[src/shared/bbr_consts.vh]
`ifndef BBR_CONSTS_VH
`define BBR_CONSTS_VH

// Register indices; byte address is four times the index
`define BBR_IDX_OPMODE      7'h01
`define BBR_IDX_FLOOR       7'h61
`define BBR_IDX_THR1        7'h62
`define BBR_IDX_THR23       7'h63
`define BBR_IDX_THR45       7'h64
`define BBR_IDX_SYNTH       7'h70
`define BBR_IDX_BANK_LO     7'h61
`define BBR_IDX_BANK_HI     7'h73

// Operating mode register fields
`define BBR_BAND_SEL_BIT    3
`define BBR_BAND_SEL_RST    1'b1
`define BBR_BAND_HIGH       1'b0
`define BBR_BAND_LOW        1'b1

// Field widths
`define BBR_FLOOR_W         6
`define BBR_THR1_W          5

// Low-band reset values
`define BBR_LF_FLOOR_RST    6'h19
`define BBR_LF_THR1_RST     5'h0c
`define BBR_LF_THR23_RST    8'h4b
`define BBR_LF_THR45_RST    8'hcc
`define BBR_LF_SYNTH_RST    8'hd0

// High-band reset values
`define BBR_HF_FLOOR_RST    6'h1c
`define BBR_HF_THR1_RST     5'h0e
`define BBR_HF_THR23_RST    8'h5b
`define BBR_HF_THR45_RST    8'hcc
`define BBR_HF_SYNTH_RST    8'hd0

// Reference level arithmetic, in dBm and dB
`define BBR_NOISE_FLOOR_DBM 10'h352
`define BBR_SNR_DB          10'h008

// AXI4-Lite responses
`define BBR_RESP_OKAY       2'b00
`define BBR_RESP_SLVERR     2'b10

`endif

[src/hdl/bbr_regs.v]
// Summary of operation
// - Two copies of registers 0x61 to 0x73: low band and high band.
// - Bit 3 of the operating mode register picks the copy reached.
// - Toggling band select leaves both copies' contents unchanged.
// - Band select resets to 1, selecting the low-band copy.
// - 0x61 holds six-bit floor level; bits 7-6 read zero; resets 0x19/0x1c.
// - Reference equals -174 + bandwidth term + 8 dB + floor level.
// - 0x62 holds five-bit first threshold; bits 7-5 read zero; 0x0c/0x0e.
// - 0x63: second threshold high nibble 0x4/0x5, third low nibble 0xb.
// - 0x64: fourth and fifth thresholds, both nibbles reset to 0xc.
// - 0x70 bits 7-6 pick loop bandwidth 75 to 300 kHz; reset 3.
// - 0x70 bits 5-0 are writable reserved, reset 0x10; keep that value.
// - Band select 0 reaches high-band copy, 1 reaches low-band copy.
`include "bbr_consts.vh"
`default_nettype none

module bbr_regs #(
   parameter ADDR_W = 12
) (
   // Clock and reset
   input  wire              clk,
   input  wire              reset,
   // AXI4-Lite write address
   input  wire [ADDR_W-1:0] s_axi_awaddr,
   input  wire [2:0]        s_axi_awprot,
   input  wire              s_axi_awvalid,
   output reg               s_axi_awready,
   // AXI4-Lite write data
   input  wire [31:0]       s_axi_wdata,
   input  wire [3:0]        s_axi_wstrb,
   input  wire              s_axi_wvalid,
   output reg               s_axi_wready,
   // AXI4-Lite write response
   output reg  [1:0]        s_axi_bresp,
   output reg               s_axi_bvalid,
   input  wire              s_axi_bready,
   // AXI4-Lite read address
   input  wire [ADDR_W-1:0] s_axi_araddr,
   input  wire [2:0]        s_axi_arprot,
   input  wire              s_axi_arvalid,
   output reg               s_axi_arready,
   // AXI4-Lite read data
   output reg  [31:0]       s_axi_rdata,
   output reg  [1:0]        s_axi_rresp,
   output reg               s_axi_rvalid,
   input  wire              s_axi_rready,
   // Receiver bandwidth term 10*log10(2*bw), in dB, from the modem
   input  wire [7:0]        receiver_bandwidth_db,
   // Active band settings towards the radio
   output reg               band_select_low_q,
   output reg  [5:0]        gain_floor_level_q,
   output reg  [4:0]        gain_threshold_first_q,
   output reg  [3:0]        gain_threshold_second_q,
   output reg  [3:0]        gain_threshold_third_q,
   output reg  [3:0]        gain_threshold_fourth_q,
   output reg  [3:0]        gain_threshold_fifth_q,
   output reg  [1:0]        synth_loop_bandwidth_q,
   output reg  [5:0]        synth_loop_reserved_q,
   output reg  [9:0]        agc_reference_dbm_q
);

   // Write channel state
   reg  [ADDR_W-1:0] aw_addr_q;
   reg               aw_full_q;
   reg  [7:0]        w_data_q;
   reg               w_lane0_q;
   reg               w_full_q;
   // Read channel state
   reg  [ADDR_W-1:0] ar_addr_q;
   reg               ar_full_q;
   // Operating mode register, band select only
   reg               band_sel_q;

   // Bank contents, copy 0 high band, copy 1 low band
   wire [11:0]       floor_w;
   wire [9:0]        thr1_w;
   wire [15:0]       thr23_w;
   wire [15:0]       thr45_w;
   wire [15:0]       synth_w;

   // Decoded write
   wire [6:0]        wr_idx;
   wire              wr_top_zero;
   wire              wr_banked;
   wire              wr_known;
   wire              wr_go;
   wire              wr_opmode;
   // Decoded read
   wire [6:0]        rd_idx;
   wire              rd_top_zero;
   reg  [7:0]        rd_byte;
   reg               rd_known;
   // Fields of the copy that band select points at
   wire [5:0]        sel_floor;
   wire [4:0]        sel_thr1;
   wire [7:0]        sel_thr23;
   wire [7:0]        sel_thr45;
   wire [7:0]        sel_synth;
   // Reference level terms, widened to the sum's width
   wire [9:0]        ref_bw_term;
   wire [9:0]        ref_floor_term;
   // Store strobe, only when byte lane 0 was enabled
   wire              wr_store;

   // Low-band reset words shown on the outputs during reset
   localparam [7:0] LF_THR23 = `BBR_LF_THR23_RST;
   localparam [7:0] LF_THR45 = `BBR_LF_THR45_RST;
   localparam [7:0] LF_SYNTH = `BBR_LF_SYNTH_RST;

   // Write address decode
   assign wr_idx      = aw_addr_q[8:2];
   assign wr_top_zero = (aw_addr_q[ADDR_W-1:9] == {(ADDR_W-9){1'b0}});
   assign wr_banked   = wr_top_zero &&
                        (wr_idx >= `BBR_IDX_BANK_LO) &&
                        (wr_idx <= `BBR_IDX_BANK_HI);
   assign wr_known    = wr_top_zero &&
                        ((wr_idx == `BBR_IDX_OPMODE) ||
                         (wr_idx == `BBR_IDX_FLOOR) ||
                         (wr_idx == `BBR_IDX_THR1) ||
                         (wr_idx == `BBR_IDX_THR23) ||
                         (wr_idx == `BBR_IDX_THR45) ||
                         (wr_idx == `BBR_IDX_SYNTH));
   // One store per response; bvalid blocks a repeat of the same write
   assign wr_go       = aw_full_q && w_full_q && !s_axi_bvalid;
   assign wr_store    = wr_go && w_lane0_q;
   assign wr_opmode   = wr_store && wr_top_zero &&
                        (wr_idx == `BBR_IDX_OPMODE);

   // Read address decode
   assign rd_idx      = ar_addr_q[8:2];
   assign rd_top_zero = (ar_addr_q[ADDR_W-1:9] == {(ADDR_W-9){1'b0}});

   // Selected copy; copy 1 is the low band
   assign sel_floor   = band_sel_q ? floor_w[11:6] : floor_w[5:0];
   assign sel_thr1    = band_sel_q ? thr1_w[9:5] : thr1_w[4:0];
   assign sel_thr23   = band_sel_q ? thr23_w[15:8] : thr23_w[7:0];
   assign sel_thr45   = band_sel_q ? thr45_w[15:8] : thr45_w[7:0];
   assign sel_synth   = band_sel_q ? synth_w[15:8] : synth_w[7:0];

   // Reference terms; the sum wraps as two's complement dBm
   assign ref_bw_term    = {2'b00, receiver_bandwidth_db};
   assign ref_floor_term = {4'h0, sel_floor};

   // Two band copies, each written only while selected
   genvar g;
   generate
      for (g = 0; g < 2; g = g + 1) begin : g_band
         bbr_bank #(
            .FLOOR_RST (g ? `BBR_LF_FLOOR_RST : `BBR_HF_FLOOR_RST),
            .THR1_RST  (g ? `BBR_LF_THR1_RST  : `BBR_HF_THR1_RST),
            .THR23_RST (g ? `BBR_LF_THR23_RST : `BBR_HF_THR23_RST),
            .THR45_RST (g ? `BBR_LF_THR45_RST : `BBR_HF_THR45_RST),
            .SYNTH_RST (g ? `BBR_LF_SYNTH_RST : `BBR_HF_SYNTH_RST)
         ) u_bank (
            .clk     (clk),
            .reset   (reset),
            .wr_en   (wr_store && wr_banked &&
                      (band_sel_q == g)),
            .wr_idx  (wr_idx),
            .wr_data (w_data_q),
            .floor_q (floor_w[g*6 +: 6]),
            .thr1_q  (thr1_w[g*5 +: 5]),
            .thr23_q (thr23_w[g*8 +: 8]),
            .thr45_q (thr45_w[g*8 +: 8]),
            .synth_q (synth_w[g*8 +: 8])
         );
      end
   endgenerate

   // Read mux over the selected copy; unused bits read zero
   always @* begin
      rd_byte  = 8'h00;
      rd_known = 1'b0;
      if (rd_top_zero) begin
         case (rd_idx)
            `BBR_IDX_OPMODE: begin
               rd_byte[`BBR_BAND_SEL_BIT] = band_sel_q;
               rd_known = 1'b1;
            end
            `BBR_IDX_FLOOR: begin
               rd_byte  = {2'b00, sel_floor};
               rd_known = 1'b1;
            end
            `BBR_IDX_THR1: begin
               rd_byte  = {3'b000, sel_thr1};
               rd_known = 1'b1;
            end
            `BBR_IDX_THR23: begin
               rd_byte  = sel_thr23;
               rd_known = 1'b1;
            end
            `BBR_IDX_THR45: begin
               rd_byte  = sel_thr45;
               rd_known = 1'b1;
            end
            `BBR_IDX_SYNTH: begin
               rd_byte  = sel_synth;
               rd_known = 1'b1;
            end
            default: begin
               rd_byte  = 8'h00;
               rd_known = 1'b0;
            end
         endcase
      end
   end

   // Band select bit; other copy is left as it is
   // Only a write with lane 0 enabled can move it
   always @(posedge clk or posedge reset) begin
      if (reset) begin
         band_sel_q <= `BBR_BAND_SEL_RST;
      end else if (wr_opmode) begin
         band_sel_q <= w_data_q[`BBR_BAND_SEL_BIT];
      end
   end

   // Write address channel
   always @(posedge clk or posedge reset) begin
      if (reset) begin
         s_axi_awready <= 1'b0;
         aw_full_q     <= 1'b0;
         aw_addr_q     <= {ADDR_W{1'b0}};
      end else begin
         if (s_axi_awready && s_axi_awvalid) begin
            aw_full_q     <= 1'b1;
            aw_addr_q     <= s_axi_awaddr;
            s_axi_awready <= 1'b0;
         end else if (s_axi_bvalid && s_axi_bready) begin
            aw_full_q     <= 1'b0;
         end else if (!aw_full_q && !s_axi_bvalid) begin
            s_axi_awready <= 1'b1;
         end
      end
   end

   // Write data channel, only byte lane 0 carries data
   always @(posedge clk or posedge reset) begin
      if (reset) begin
         s_axi_wready <= 1'b0;
         w_full_q     <= 1'b0;
         w_data_q     <= 8'h00;
         w_lane0_q    <= 1'b0;
      end else begin
         if (s_axi_wready && s_axi_wvalid) begin
            w_full_q     <= 1'b1;
            w_data_q     <= s_axi_wdata[7:0];
            w_lane0_q    <= s_axi_wstrb[0];
            s_axi_wready <= 1'b0;
         end else if (s_axi_bvalid && s_axi_bready) begin
            w_full_q     <= 1'b0;
         end else if (!w_full_q && !s_axi_bvalid) begin
            s_axi_wready <= 1'b1;
         end
      end
   end

   // Write response once both halves are held
   // Unmapped offsets are answered but stored nowhere
   always @(posedge clk or posedge reset) begin
      if (reset) begin
         s_axi_bvalid <= 1'b0;
         s_axi_bresp  <= `BBR_RESP_OKAY;
      end else if (wr_go) begin
         s_axi_bvalid <= 1'b1;
         s_axi_bresp  <= wr_known ? `BBR_RESP_OKAY : `BBR_RESP_SLVERR;
      end else if (s_axi_bvalid && s_axi_bready) begin
         s_axi_bvalid <= 1'b0;
      end
   end

   // Read address channel
   always @(posedge clk or posedge reset) begin
      if (reset) begin
         s_axi_arready <= 1'b0;
         ar_full_q     <= 1'b0;
         ar_addr_q     <= {ADDR_W{1'b0}};
      end else begin
         if (s_axi_arready && s_axi_arvalid) begin
            ar_full_q     <= 1'b1;
            ar_addr_q     <= s_axi_araddr;
            s_axi_arready <= 1'b0;
         end else if (ar_full_q && !s_axi_rvalid) begin
            ar_full_q     <= 1'b0;
         end else if (!ar_full_q && !s_axi_rvalid) begin
            s_axi_arready <= 1'b1;
         end
      end
   end

   // Read data channel
   // Data comes from the copy selected at the capturing edge
   always @(posedge clk or posedge reset) begin
      if (reset) begin
         s_axi_rvalid <= 1'b0;
         s_axi_rdata  <= 32'h0000_0000;
         s_axi_rresp  <= `BBR_RESP_OKAY;
      end else if (ar_full_q && !s_axi_rvalid) begin
         s_axi_rvalid <= 1'b1;
         s_axi_rdata  <= {24'h00_0000, rd_byte};
         s_axi_rresp  <= rd_known ? `BBR_RESP_OKAY : `BBR_RESP_SLVERR;
      end else if (s_axi_rvalid && s_axi_rready) begin
         s_axi_rvalid <= 1'b0;
      end
   end

   // Active band fields towards the radio
   // Outputs lag the selected copy by one clock
   always @(posedge clk or posedge reset) begin
      if (reset) begin
         band_select_low_q       <= `BBR_BAND_SEL_RST;
         gain_floor_level_q      <= `BBR_LF_FLOOR_RST;
         gain_threshold_first_q  <= `BBR_LF_THR1_RST;
         gain_threshold_second_q <= LF_THR23[7:4];
         gain_threshold_third_q  <= LF_THR23[3:0];
         gain_threshold_fourth_q <= LF_THR45[7:4];
         gain_threshold_fifth_q  <= LF_THR45[3:0];
         synth_loop_bandwidth_q  <= LF_SYNTH[7:6];
         synth_loop_reserved_q   <= LF_SYNTH[5:0];
      end else begin
         band_select_low_q       <= band_sel_q;
         gain_floor_level_q      <= sel_floor;
         gain_threshold_first_q  <= sel_thr1;
         gain_threshold_second_q <= sel_thr23[7:4];
         gain_threshold_third_q  <= sel_thr23[3:0];
         gain_threshold_fourth_q <= sel_thr45[7:4];
         gain_threshold_fifth_q  <= sel_thr45[3:0];
         synth_loop_bandwidth_q  <= sel_synth[7:6];
         synth_loop_reserved_q   <= sel_synth[5:0];
      end
   end

   // Reference level, two's complement dBm
   always @(posedge clk or posedge reset) begin
      if (reset) begin
         agc_reference_dbm_q <= 10'h000;
      end else begin
         agc_reference_dbm_q <= `BBR_NOISE_FLOOR_DBM + ref_bw_term +
                                `BBR_SNR_DB + ref_floor_term;
      end
   end

endmodule // bbr_regs

`default_nettype wire

[src/hdl/bbr_bank.v]
`include "bbr_consts.vh"
`default_nettype none

module bbr_bank #(
   parameter [5:0] FLOOR_RST = 6'h00,
   parameter [4:0] THR1_RST  = 5'h00,
   parameter [7:0] THR23_RST = 8'h00,
   parameter [7:0] THR45_RST = 8'h00,
   parameter [7:0] SYNTH_RST = 8'h00
) (
   // Clock and reset
   input  wire       clk,
   input  wire       reset,
   // Write port from the bus slave
   input  wire       wr_en,
   input  wire [6:0] wr_idx,
   input  wire [7:0] wr_data,
   // Stored contents
   output reg  [5:0] floor_q,
   output reg  [4:0] thr1_q,
   output reg  [7:0] thr23_q,
   output reg  [7:0] thr45_q,
   output reg  [7:0] synth_q
);

   // One band copy; only touched when this copy is addressed
   always @(posedge clk or posedge reset) begin
      if (reset) begin
         floor_q <= FLOOR_RST;
         thr1_q  <= THR1_RST;
         thr23_q <= THR23_RST;
         thr45_q <= THR45_RST;
         synth_q <= SYNTH_RST;
      end else if (wr_en) begin
         case (wr_idx)
            `BBR_IDX_FLOOR: floor_q <= wr_data[5:0];
            `BBR_IDX_THR1:  thr1_q  <= wr_data[4:0];
            `BBR_IDX_THR23: thr23_q <= wr_data;
            `BBR_IDX_THR45: thr45_q <= wr_data;
            `BBR_IDX_SYNTH: synth_q <= wr_data;
            default: begin
            end
         endcase
      end
   end

endmodule // bbr_bank

`default_nettype wire

[config.mk]
export PLATFORM = sky130hd
export DESIGN_NAME = bbr_regs
export DESIGN_NICKNAME = d
export VERILOG_FILES = /design/src/hdl/bbr_regs.v /design/src/hdl/bbr_bank.v
export VERILOG_INCLUDE_DIRS = /design/src /design/src/shared
export SDC_FILE = /design/constraint.sdc
export NUM_CORES = 1
export LEC_CHECK = 0
export BUFFER_PORTS_ARGS = -buffer_cell sky130_fd_sc_hd__clkbuf_2
export CAP_MARGIN = 0
export CORE_MARGIN = 1
export CORE_UTILIZATION = 30
export DETAILED_ROUTE_END_ITERATION = 16
export PLACE_DENSITY = 0.52
export SYNTH_ARGS = -nofsm -noshare
export SYNTH_HDL_FRONTEND = slang
export SYNTH_SLANG_ARGS = --single-unit
[constraint.sdc]
create_clock -name clk -period 4.4 [get_ports clk]
set_input_delay 0.22 -clock clk [delete_from_list [all_inputs] [get_ports clk]]
set_output_delay 0.22 -clock clk [all_outputs]
set_load 0.005 [all_outputs]
==> impl_metrics.env, run 1 <==
export IMPL_cp_arrival_ns=3.46
export IMPL_cts_tree="done"
export IMPL_cp_max_fo=21
export IMPL_global_routing_usage_summed_across_all_routing_layers_pct=13.8
export IMPL_clock_tree_root_cell="sky130_fd_sc_hd__clkbuf_16"
export IMPL_timing_worst_slew_pin_value_ns=0.983
export IMPL_hold_path_class="input pin to asynchronous set/reset pin"
export IMPL_timing_hold_ws_ns=-0.0544
export IMPL_cts_setup_buffers=0
export IMPL_clock_tree_buffer_depth=2
export IMPL_detail_route_iter0_violations=213
export IMPL_first_pass_grt_wire_length_um=25500
export IMPL_sequential_power_share_pct=49.2
export IMPL_fp_dieW_um=158
export IMPL_period_minus_slack_ns=3.11
export IMPL_initial_standard_cell_utilization_of_the_core_pct=30.8
export IMPL_detail_route_drc_violations=0
export IMPL_synth_seq_area_share_pct=57.3
export IMPL_final_hold_violation_count=5
export IMPL_dominantRegCellSynth="sky130_fd_sc_hd__dfrtp_1"
export IMPL_max_transition_viols_final=0
export IMPL_worst_skew_pair_late_latency_ns=0.43
export IMPL_crit_type="flop to flop"
export IMPL_antenna_diode_count=0
export IMPL_synth_top_cells_by_area="sky130_fd_sc_hd__dfrtp_1, sky130_fd_sc_hd__mux2_2, sky130_fd_sc_hd__dfstp_2"
export IMPL_layout_area_overhead_vs_synth_pct=19.0
export IMPL_worst_setup_path_end_kind="flop"
export IMPL_clk_transition_reported_paths_ns=0.06
export IMPL_cts_made_buffers=17
export IMPL_fillers=2318
export IMPL_cts_htree_levels=4
export IMPL_design_core_area_sq_mm=0.0236
export IMPL_netlist_area_sq_mm=0.00728
export IMPL_number_of_top_level_pins=168
export IMPL_gp_congestion=0.764
export IMPL_grt_pass1_vias=4619
export IMPL_power_switching_mw=1.29
export IMPL_setup_viol=0
export IMPL_die_h_um=158
export IMPL_wl_um=16300
export IMPL_outcome="finished, violations left"
export IMPL_fin_skew_ns=0.00712
export IMPL_synth_cell_type_count=52
export IMPL_synthesis_instances=531
export IMPL_power_switching_share_pct=31.1
export IMPL_wl_per_cell_um=16.9
export IMPL_total_leakage_power_nw=4.06
export IMPL_p_int_mw=2.87
export IMPL_number_of_flip_flops_and_latches_in_the_synthesized_netlist=164
export IMPL_worstPathRequired_ns=4.75
export IMPL_failed_checks="hold timing"
export IMPL_clock_fmax_ghz=0.322
export IMPL_synth_area_per_cell_sq_um=13.7
export IMPL_slew_limit_headroom_pct=34.5
export IMPL_layout_worst_path_cycle_share_pct=70.6
export IMPL_final_layout_size_suffix_gt1_share_pct=52.3
export IMPL_count_of_port_buffers_added_during_placement=104
export IMPL_vias_per_cell=4.59
export IMPL_post_synth_top_count_cell="sky130_fd_sc_hd__mux2_2"
export IMPL_clkSinkCount=164
export IMPL_final_instance_count_excl_fill=965
export IMPL_synth_area_leader_cell="sky130_fd_sc_hd__dfrtp_1"
export IMPL_pwrdens_mw_per_mm2=480
export IMPL_overall_via_count_from_detail_route=4427
export IMPL_drt_pass1_iterations=6
export IMPL_num_nets_final=728
export IMPL_fin_setup_tns_ns=0
export IMPL_ys_warnings_count=0
export IMPL_drt_antenna_violating_nets=0
export IMPL_synth_edff_count=0
export IMPL_power_combinational_fraction_pct=14.2
export IMPL_antenna_violations_before_repair=0
export IMPL_ys_top_cells_by_count="sky130_fd_sc_hd__mux2_2, sky130_fd_sc_hd__dfrtp_1, sky130_fd_sc_hd__dfstp_2"
export IMPL_async_reset_ff_share_pct=100
export IMPL_grt_setup_unrepaired="no"
export IMPL_fp_row_count=56
export IMPL_post_synth_top_area_fraction_pct=38.5
export IMPL_design_die_area_sq_mm=0.0249
export IMPL_critPathLaunchType="flop"
export IMPL_max_cap_violations=0
export IMPL_power_clock_fraction_pct=36.6
export IMPL_place_inst=931
export IMPL_peakVddDrop_uv=313
export IMPL_grt_overflow=0
export IMPL_hpwlAfterDp_um=11500
export IMPL_grt_max_degree=165
[flip-flops by register name (all words and copies together), names as in the netlist, 5 cells and up]
signal                  flops
synth_loop_reserved_q       6
g_band.u_bank.thr1_q       10
gain_threshold_first_q      5
agc_reference_dbm_q        10
g_band.u_bank.floor_q      12
g_band.u_bank.thr45_q      16
s_axi_rdata                 8
w_data_q                    8
gain_floor_level_q          6
ar_addr_q                  10
aw_addr_q                  10
g_band.u_bank.thr23_q      16
g_band.u_bank.synth_q      16
[metal layers]
metal / GRT usage [%] / wire, um / part of all wire, %
met5: 0 / 0 / 0
met4: 3.61 / 129 / 0.79
met3: 3.78 / 756 / 4.6
met2: 22.9 / 7960 / 49
met1: 17.8 / 7450 / 46
[final cells by class]
type	instances	area, sq um	area share (%)
sequential	164	4170	48.1
clock inverter	14	164	1.89
inverter	21	82.6	0.953
clock buffer	18	439	5.07
multi-input combinational	321	2840	32.8
timing repair buffer	108	568	6.56
tap	319	399	4.61
[critical path: stages (launching register included)]
cell,delay [ns]
sky130_fd_sc_hd__dfstp_2,0.89
sky130_fd_sc_hd__mux2_2,0.45
sky130_fd_sc_hd__ha_1,0.34
sky130_fd_sc_hd__fa_1,0.46
sky130_fd_sc_hd__a21o_1,0.19
sky130_fd_sc_hd__a21oi_1,0.22
sky130_fd_sc_hd__o21bai_1,0.09
sky130_fd_sc_hd__a21oi_1,0.24
sky130_fd_sc_hd__xnor2_1,0.14
[final timing paths]
kind	cells after the start	from	slack, ns	end
worst min register to register	1	g_band[1].u_bank.thr45_q[4]$_DFFE_PP0P_	0.50	g_band[1].u_bank.thr45_q[4]$_DFFE_PP0P_
min in group clk	2	s_axi_wdata[5]	0.02	w_data_q[5]$_DFFE_PP0P_
worst min-delay path	3	reset	-0.05	s_axi_arready$_DFFE_PP0P_
max in group asynchronous	3	reset	3.65	g_band[0].u_bank.thr45_q[0]$_DFFE_PP0P_
worst max-delay path	8	band_sel_q$_DFFE_PP1P_	1.29	agc_reference_dbm_q[7]$_DFF_PP0_
worst max register to register	8	band_sel_q$_DFFE_PP1P_	1.29	agc_reference_dbm_q[7]$_DFF_PP0_
[stage by stage]
step | cell area, sq um | util, % | setup slack [ns] | total power [mW] | hold WS [ns]
6_report | 8660 | 36.7 | 1.29 | 4.16 | -0.0544
5_1_grt | 8660 | 36.7 | 1.07 | 4.39 | 0.000807
4_1_cts | 8660 | 36.7 | 1.25 | 4.22 | 0.00234
3_5_place_dp | 8040 | 34.1 | 1.27 | 2.67 | 0.400
3_3_place_gp | 8040 | 34.1 | 1.32 | 2.62 | 0.401
2_1_floorplan | 7380 | - | 0.464 | 2.45 | 0.309
[layout by cell type (no fill, tap or decap), types with 13 or more instances in the layout]
master,n
sky130_fd_sc_hd__mux2_2,133
sky130_fd_sc_hd__dfrtp_1,112
sky130_fd_sc_hd__clkbuf_2,104
sky130_fd_sc_hd__dfstp_2,52
sky130_fd_sc_hd__conb_1,26
sky130_fd_sc_hd__nand2_1,23
sky130_fd_sc_hd__inv_1,20
sky130_fd_sc_hd__clkbuf_16,17
sky130_fd_sc_hd__ha_1,13
[cell families after synthesis]
family                     after synthesis  synth area share (%)
DFF                                    164                  57.3
other                                    1                0.0515
xor gates and xnor gates                 6                 0.722
muxes                                  141                  22.5
AOI/OAI and AO/OA                       54                  5.55
buffers and inverters                   71                  5.02
adders and majority gates               14                  2.51
and+or+nand+nor                         80                  6.37
[repair_timing]
item,4_1_cts,5_1_grt
hold endpoints to repair,2,0
resized for setup,0,0
setup endpoints to repair,0,0
hold buffers,2,0
[power groups by stage]
stage,logic (mW),registers (mW),clock network [mW]
3_3_place_gp,0.574,2.05,0
6_report,0.590,2.05,1.52
2_1_floorplan,0.599,1.85,0
3_5_place_dp,0.593,2.07,0
5_1_grt,0.658,2.10,1.64
4_1_cts,0.599,2.05,1.57
Note: power is estimated with default switching activity, not from simulation.
==> run 2: changes to the inputs <==
--- a/config.mk
+++ b/config.mk
@@ -6,12 +6,13 @@
 export SDC_FILE = /design/constraint.sdc
 export NUM_CORES = 1
 export LEC_CHECK = 0
+export ABC_AREA = 1
 export BUFFER_PORTS_ARGS = -buffer_cell sky130_fd_sc_hd__clkbuf_2
 export CAP_MARGIN = 0
 export CORE_MARGIN = 1
 export CORE_UTILIZATION = 30
 export DETAILED_ROUTE_END_ITERATION = 16
-export PLACE_DENSITY = 0.52
+export PLACE_DENSITY = 0.5
 export SYNTH_ARGS = -nofsm -noshare
 export SYNTH_HDL_FRONTEND = slang
 export SYNTH_SLANG_ARGS = --single-unit
==> constraint.sdc (replaced) <==
create_clock -name clk -period 2.9 [get_ports clk]
set_input_delay 0.145 -clock clk [delete_from_list [all_inputs] [get_ports clk]]
set_output_delay 0.145 -clock clk [all_outputs]
set_load 0.005 [all_outputs]
==> impl_metrics.env, run 2 <==
export IMPL_layout_cells_most_common="sky130_fd_sc_hd__nand2_1"
export IMPL_clkSinkCount=164
export IMPL_synthesis_instances=880
export IMPL_dominantRegCellSynth="sky130_fd_sc_hd__dfrtp_1"
export IMPL_cts_setup_buffers=0
export IMPL_netlist_area_sq_mm=0.00753
export IMPL_slew_limit_headroom_pct=52.1
export IMPL_period_minus_slack_ns=2.46
export IMPL_design_die_area_sq_mm=0.0257
export IMPL_layout_area_overhead_vs_synth_pct=22.4
export IMPL_fp_row_count=57
export IMPL_cts_made_buffers=17
export IMPL_cts_tree="done"
export IMPL_synth_cell_type_count=30
export IMPL_fin_setup_tns_ns=0
export IMPL_post_synth_top_count_cell="sky130_fd_sc_hd__nand2_1"
export IMPL_outcome="complete, no violations"
export IMPL_fin_skew_ns=0.0137
export IMPL_postCtsHoldBufs=34
export IMPL_layout_worst_path_cycle_share_pct=84.9
export IMPL_grt_max_degree=84
export IMPL_die_h_um=160
export IMPL_worst_r2r_cell_count=11
export IMPL_vias_per_cell=4.46
export IMPL_worst_setup_path_end_kind="flop"
export IMPL_report_power_total_mw=6.30
export IMPL_timing_rr_end="agc_reference_dbm_q[7]$_DFF_PP0_"
export IMPL_synth_top_cells_by_area="sky130_fd_sc_hd__dfrtp_1, sky130_fd_sc_hd__nand2_1, sky130_fd_sc_hd__dfstp_2"
export IMPL_cts_repair_resized=0
export IMPL_async_reset_ff_share_pct=100
export IMPL_ys_top_cells_by_count="sky130_fd_sc_hd__nand2_1, sky130_fd_sc_hd__dfrtp_1, sky130_fd_sc_hd__nand4_1"
export IMPL_worstHoldPathCells=3
export IMPL_synth_area_leader_cell="sky130_fd_sc_hd__dfrtp_1"
export IMPL_antenna_diode_count=0
export IMPL_r2r_setup_slack_ns=0.44
export IMPL_cts_htree_levels=4
export IMPL_grt_overflow=0
export IMPL_layout_top_registers="g_band.u_bank.synth_q x16, g_band.u_bank.thr23_q x16, g_band.u_bank.thr45_q x16"
export IMPL_grt_pass1_vias=5866
export IMPL_ys_warnings_count=0
export IMPL_fillers=2541
export IMPL_detail_route_iter0_violations=434
export IMPL_worst_skew_pair_late_latency_ns=0.43
export IMPL_hold_path_class="input pin to flop"
export IMPL_drt_antenna_violating_nets=0
export IMPL_timing_worst_slew_pin_value_ns=0.717
export IMPL_post_synth_top_area_fraction_pct=37.2
export IMPL_final_layout_size_suffix_gt1_share_pct=21.3
export IMPL_number_of_flip_flops_and_latches_in_the_synthesized_netlist=164
export IMPL_first_pass_grt_wire_length_um=31600
export IMPL_critPathLaunchType="flop"
export IMPL_clock_tree_root_cell="sky130_fd_sc_hd__clkbuf_16"
export IMPL_worstPathRequired_ns=3.22
export IMPL_pwrdens_mw_per_mm2=684
export IMPL_worst_hold_startpoint="receiver_bandwidth_db[6]"
export IMPL_peakVddDrop_uv=316
export IMPL_design_core_area_sq_mm=0.0245
export IMPL_global_routing_usage_summed_across_all_routing_layers_pct=15.6
export IMPL_max_cap_violations=0
export IMPL_wl_per_cell_um=14.1
export IMPL_setup_viol=0
export IMPL_synth_seq_area_share_pct=55.4
export IMPL_hpwlAfterDp_um=13000
export IMPL_cp_arrival_ns=2.78
export IMPL_detail_route_drc_violations=0
export IMPL_clock_tree_buffer_depth=2
export IMPL_synth_area_per_cell_sq_um=8.55
export IMPL_count_of_port_buffers_added_during_placement=104
export IMPL_clock_fmax_ghz=0.406
export IMPL_fp_dieW_um=160
export IMPL_grt_setup_unrepaired="no"
export IMPL_clk_transition_reported_paths_ns=0.07
export IMPL_initial_standard_cell_utilization_of_the_core_pct=30.8
export IMPL_hold_end="agc_reference_dbm_q[9]$_DFF_PP0_"
export IMPL_final_hold_violation_count=0
export IMPL_drt_pass1_iterations=5
export IMPL_gp_congestion=0.801
export IMPL_total_leakage_power_nw=4.82
export IMPL_wl_um=19000
export IMPL_antenna_violations_before_repair=0
export IMPL_crit_type="flop to flop"
export IMPL_overall_via_count_from_detail_route=6021
export IMPL_number_of_top_level_pins=168
export IMPL_synth_edff_count=0
export IMPL_layout_cells_most_common_list="sky130_fd_sc_hd__nand2_1, sky130_fd_sc_hd__dfrtp_1, sky130_fd_sc_hd__clkbuf_2"
export IMPL_num_nets_final=1107
export IMPL_timing_hold_ws_ns=0.0403
export IMPL_rr_startpoint="band_sel_q$_DFFE_PP1P_"
export IMPL_cp_max_fo=15
export IMPL_max_transition_viols_final=0
[run 2: per-stage QoR]
| stage | cells | utilization (%) | area [sq um] | setup slack [ns] |
|---|---|---|---|---|
| final | 1349 | 37.7 | 9210 | 0.439 |
| after global routing | 1349 | 37.7 | 9210 | 0.247 |
| after CTS | 1349 | 37.7 | 9210 | 0.415 |
| after detailed placement | 1283 | 33.8 | 8270 | 0.423 |
| after global placement | 1283 | 33.8 | 8270 | 0.466 |
| after floorplan | 905 | - | 7620 | 0.511 |
[run 2: how the worst max path moves through the flow]
stage	start	endpoint	slack, ns	depth (start not counted)
3_5_place_dp	band_sel_q$_DFFE_PP1P_	agc_reference_dbm_q[7]$_DFF_PP0_	0.42	11
6_report	band_sel_q$_DFFE_PP1P_	agc_reference_dbm_q[7]$_DFF_PP0_	0.44	11
2_1_floorplan	band_sel_q$_DFFE_PP1P_	agc_reference_dbm_q[7]$_DFF_PP0_	0.51	12
3_3_place_gp	band_sel_q$_DFFE_PP1P_	agc_reference_dbm_q[7]$_DFF_PP0_	0.47	11
4_1_cts	band_sel_q$_DFFE_PP1P_	agc_reference_dbm_q[7]$_DFF_PP0_	0.42	11
5_1_grt	band_sel_q$_DFFE_PP1P_	agc_reference_dbm_q[7]$_DFF_PP0_	0.25	11
[run 2: kinds of logic (layout without fill, tap and decap cells)]
kind of cell	count (synthesis)	after routing	synth area share [%]
and+or+nand+nor	548	548	31.2
DFF	164	164	55.4
buffers and inverters	112	232	7.85
AOI/OAI and AO/OA	36	36	2.51
adders and majority gates	14	14	2.43
xor gates and xnor gates	5	5	0.582
other	1	26	0.0498
[run 2: worst max-delay path, stage by stage (launching register included)]
cell and delay, ns:
sky130_fd_sc_hd__dfstp_2 0.67, sky130_fd_sc_hd__inv_2 0.18, sky130_fd_sc_hd__nand2_1 0.09, sky130_fd_sc_hd__nand2_1 0.08
sky130_fd_sc_hd__inv_1 0.10, sky130_fd_sc_hd__ha_1 0.12, sky130_fd_sc_hd__inv_1 0.04, sky130_fd_sc_hd__ha_1 0.23
sky130_fd_sc_hd__fa_1 0.45, sky130_fd_sc_hd__nand4_1 0.12, sky130_fd_sc_hd__nand3_1 0.10, sky130_fd_sc_hd__xor2_1 0.16
[run 2: layer usage]
layer | part of all wire [%] | vias up | track usage [%]
li1 | - | 3062 | -
met1 | 51 | 2816 | 22.7
met2 | 45 | 137 | 23.7
met3 | 3.1 | 6 | 3.20
met4 | 0.52 | 0 | 3.85
met5 | 0 | - | 0
[run 2: final cells by class]
cell class	count	area, sq um	share of cell area, %
inverter	45	173	1.87
clock buffer	18	429	4.66
timing repair buffer	155	1000	10.9
tap	324	405	4.40
multi-input combinational	629	2860	31.1
clock inverter	14	173	1.87
sequential	164	4170	45.3
[run 2: report_power, final]
group / leakage, nW / switching [mW] / internal, mW
Clock: 0.289 / 1.00 / 1.30
Sequential: 2.00 / 0.402 / 2.57
Combinational: 2.53 / 0.697 / 0.339
==> run 3: changes to the inputs <==
--- a/config.mk
+++ b/config.mk
@@ -12,7 +12,7 @@
 export CORE_MARGIN = 1
 export CORE_UTILIZATION = 30
 export DETAILED_ROUTE_END_ITERATION = 16
-export PLACE_DENSITY = 0.5
+export PLACE_DENSITY = 0.52
 export SYNTH_ARGS = -nofsm -noshare
 export SYNTH_HDL_FRONTEND = slang
 export SYNTH_SLANG_ARGS = --single-unit
==> constraint.sdc (replaced) <==
create_clock -name clk -period 2.1 [get_ports clk]
set_input_delay 0.105 -clock clk [delete_from_list [all_inputs] [get_ports clk]]
set_output_delay 0.105 -clock clk [all_outputs]
set_load 0.005 [all_outputs]
==> impl_metrics.env, run 3 (synthesized netlist as in run 2, its figures left out) <==
export IMPL_worst_setup_path_end_kind="flop"
export IMPL_detail_route_iter0_violations=368
export IMPL_timing_worst_slew_pin_value_ns=0.612
export IMPL_dp_worst_setup_slack_ns=-0.0490
export IMPL_fin_skew_ns=0.0113
export IMPL_timing_hold_ws_ns=0.0340
export IMPL_gp_congestion=0.796
export IMPL_wl_per_cell_um=14.1
export IMPL_worst_path_largest_cell_delay_ns=0.60
export IMPL_clkSinkCount=164
export IMPL_layout_cells_most_common="sky130_fd_sc_hd__nand2_1"
export IMPL_fin_setup_tns_ns=0
export IMPL_count_of_port_buffers_added_during_placement=104
export IMPL_first_pass_grt_wire_length_um=31700
export IMPL_pwrdens_mw_per_mm2=915
export IMPL_clock_tree_root_cell="sky130_fd_sc_hd__clkbuf_16"
export IMPL_die_h_um=160
export IMPL_critPathLaunchType="flop"
export IMPL_clock_fmax_ghz=0.483
export IMPL_fillers=2456
export IMPL_cts_htree_levels=4
export IMPL_layout_cells_most_common_list="sky130_fd_sc_hd__nand2_1, sky130_fd_sc_hd__dfrtp_1, sky130_fd_sc_hd__clkbuf_2"
export IMPL_layout_area_overhead_vs_synth_pct=27.9
export IMPL_final_layout_size_suffix_gt1_share_pct=25.5
export IMPL_slew_limit_headroom_pct=59.2
export IMPL_number_of_top_level_pins=168
export IMPL_wl_um=19400
export IMPL_setup_viol=0
export IMPL_worstPathRequired_ns=2.41
export IMPL_final_hold_violation_count=0
export IMPL_design_die_area_sq_mm=0.0257
export IMPL_peakVddDrop_uv=554
export IMPL_total_leakage_power_nw=4.99
export IMPL_crit_slowest_cell="sky130_fd_sc_hd__dfstp_2"
export IMPL_crit_type="flop to flop"
export IMPL_overall_via_count_from_detail_route=6183
export IMPL_cp_arrival_ns=2.38
export IMPL_antenna_violations_before_repair=0
export IMPL_vias_per_cell=4.50
export IMPL_detail_route_drc_violations=0
export IMPL_clock_tree_buffer_depth=2
export IMPL_worst_hold_startpoint="receiver_bandwidth_db[6]"
export IMPL_rr_startpoint="band_sel_q$_DFFE_PP1P_"
export IMPL_layout_worst_path_cycle_share_pct=98.6
export IMPL_clk_transition_reported_paths_ns=0.07
export IMPL_grt_overflow=0
export IMPL_fp_dieW_um=160
export IMPL_antenna_diode_count=0
export IMPL_global_routing_usage_summed_across_all_routing_layers_pct=15.6
export IMPL_fp_row_count=57
export IMPL_hpwlAfterDp_um=13500
export IMPL_layout_top_registers="g_band.u_bank.synth_q x16, g_band.u_bank.thr23_q x16, g_band.u_bank.thr45_q x16"
export IMPL_place_inst=1306
export IMPL_final_instance_count_excl_fill=1374
export IMPL_worst_skew_pair_late_latency_ns=0.42
export IMPL_final_area_sq_mm=0.00963
export IMPL_drt_pass1_iterations=5
export IMPL_grt_max_degree=71
export IMPL_max_transition_viols_final=0
export IMPL_cp_max_fo=5
export IMPL_cts_tree="done"
export IMPL_place_area_sq_mm=0.00856
export IMPL_setup_slack_ns=0.0288
export IMPL_critical_path_startpoint="band_sel_q$_DFFE_PP1P_"
export IMPL_cp_cell_sequence="nand2_2, nand2_2, inv_2, ha_4, inv_2, ha_4, fa_2, nand4_1, nand3_2, xor2_1"
export IMPL_grt_setup_unrepaired="yes"
export IMPL_grt_pass1_vias=5881
export IMPL_outcome="complete, no violations"
export IMPL_drt_antenna_violating_nets=0
export IMPL_initial_standard_cell_utilization_of_the_core_pct=30.8
export IMPL_num_nets_final=1132
export IMPL_period_minus_slack_ns=2.07
export IMPL_cts_made_buffers=17
export IMPL_design_core_area_sq_mm=0.0245
export IMPL_hold_path_class="input pin to flop"
export IMPL_max_cap_violations=0
==> run 3: cell types whose count changed in the layout (fill, tap and decap cells not counted), moves of 3 or more <==
cell / change
sky130_fd_sc_hd__inv_8: +5
sky130_fd_sc_hd__buf_12: +5
sky130_fd_sc_hd__ha_1: -9
sky130_fd_sc_hd__inv_6: -3
sky130_fd_sc_hd__inv_1: -5
sky130_fd_sc_hd__nand3_2: +5
sky130_fd_sc_hd__nand3_1: -5
sky130_fd_sc_hd__ha_4: +9
sky130_fd_sc_hd__nand2_1: -4
sky130_fd_sc_hd__inv_2: +4
sky130_fd_sc_hd__nand2_2: +4
sky130_fd_sc_hd__buf_4: +19
==> run 3: worst max-delay path: cells and delay by family, from the launching register on <==
kind	cells	cell delay, ns
fa+ha+maj	3	0.78
flops	1	0.60
simple gates	4	0.33
xor+xnor	1	0.15
buf+inv	2	0.09
==> run 3: layout make-up <==
cell class                      count  area [sq um]  area share [%]
Sequential cell                   164          4170            43.3
Multi-Input combinational cell    629          3010            31.3
Timing Repair Buffer              180          1250            13.0
Clock buffer                       19           443            4.60
Tap cell                          324           405            4.21
Inverter                           45           175            1.82
Clock inverter                     13           164            1.70
==> run 3: power by group <==
group          internal (mW)  total (mW)  switching (mW)
Combinational          0.524        1.52           0.994
Clock                   1.84        3.22            1.38
Sequential              3.55        4.08           0.528
Total                   5.91        8.81            2.90
==> run 3: worst paths after layout <==
check | to | depth (start not counted) | slack, ns
worst min register to register | g_band[1].u_bank.thr45_q[6]$_DFFE_PP1P_ | 2 | 0.46
worst max-delay path | agc_reference_dbm_q[7]$_DFF_PP0_ | 10 | 0.03
worst min-delay path | agc_reference_dbm_q[9]$_DFF_PP0_ | 3 | 0.03
max in group asynchronous | g_band[0].u_bank.floor_q[4]$_DFFE_PP1P_ | 4 | 1.18
worst max register to register | agc_reference_dbm_q[7]$_DFF_PP0_ | 10 | 0.03
min in group asynchronous | gain_floor_level_q[5]$_DFF_PP0_ | 3 | 0.23
==> run 3: routing by layer <==
layer	GRT usage [%]	vias to the layer above	wire, um
met1	23.0	2882	9840
met2	23.5	170	8580
met4	3.77	0	163
met5	0	-	0
li1	-	3117	-
met3	3.05	14	803
==> run 3: what timing repair did <==
item                       CTS  global route
buffers inserted             1             1
resized for setup            1            19
setup endpoints to repair    4            25
hold buffers                34             0
pin swaps                    1             9
hold endpoints to repair    51             0
==> run 3: stage by stage <==
step / total power, mW / utilization [%]
after global routing: 9.30 / 39.3
after global placement: 5.57 / 35.0
after detailed placement: 5.60 / 35.0
after CTS: 8.89 / 38.9
final: 8.81 / 39.3
after floorplan: 5.02 / -
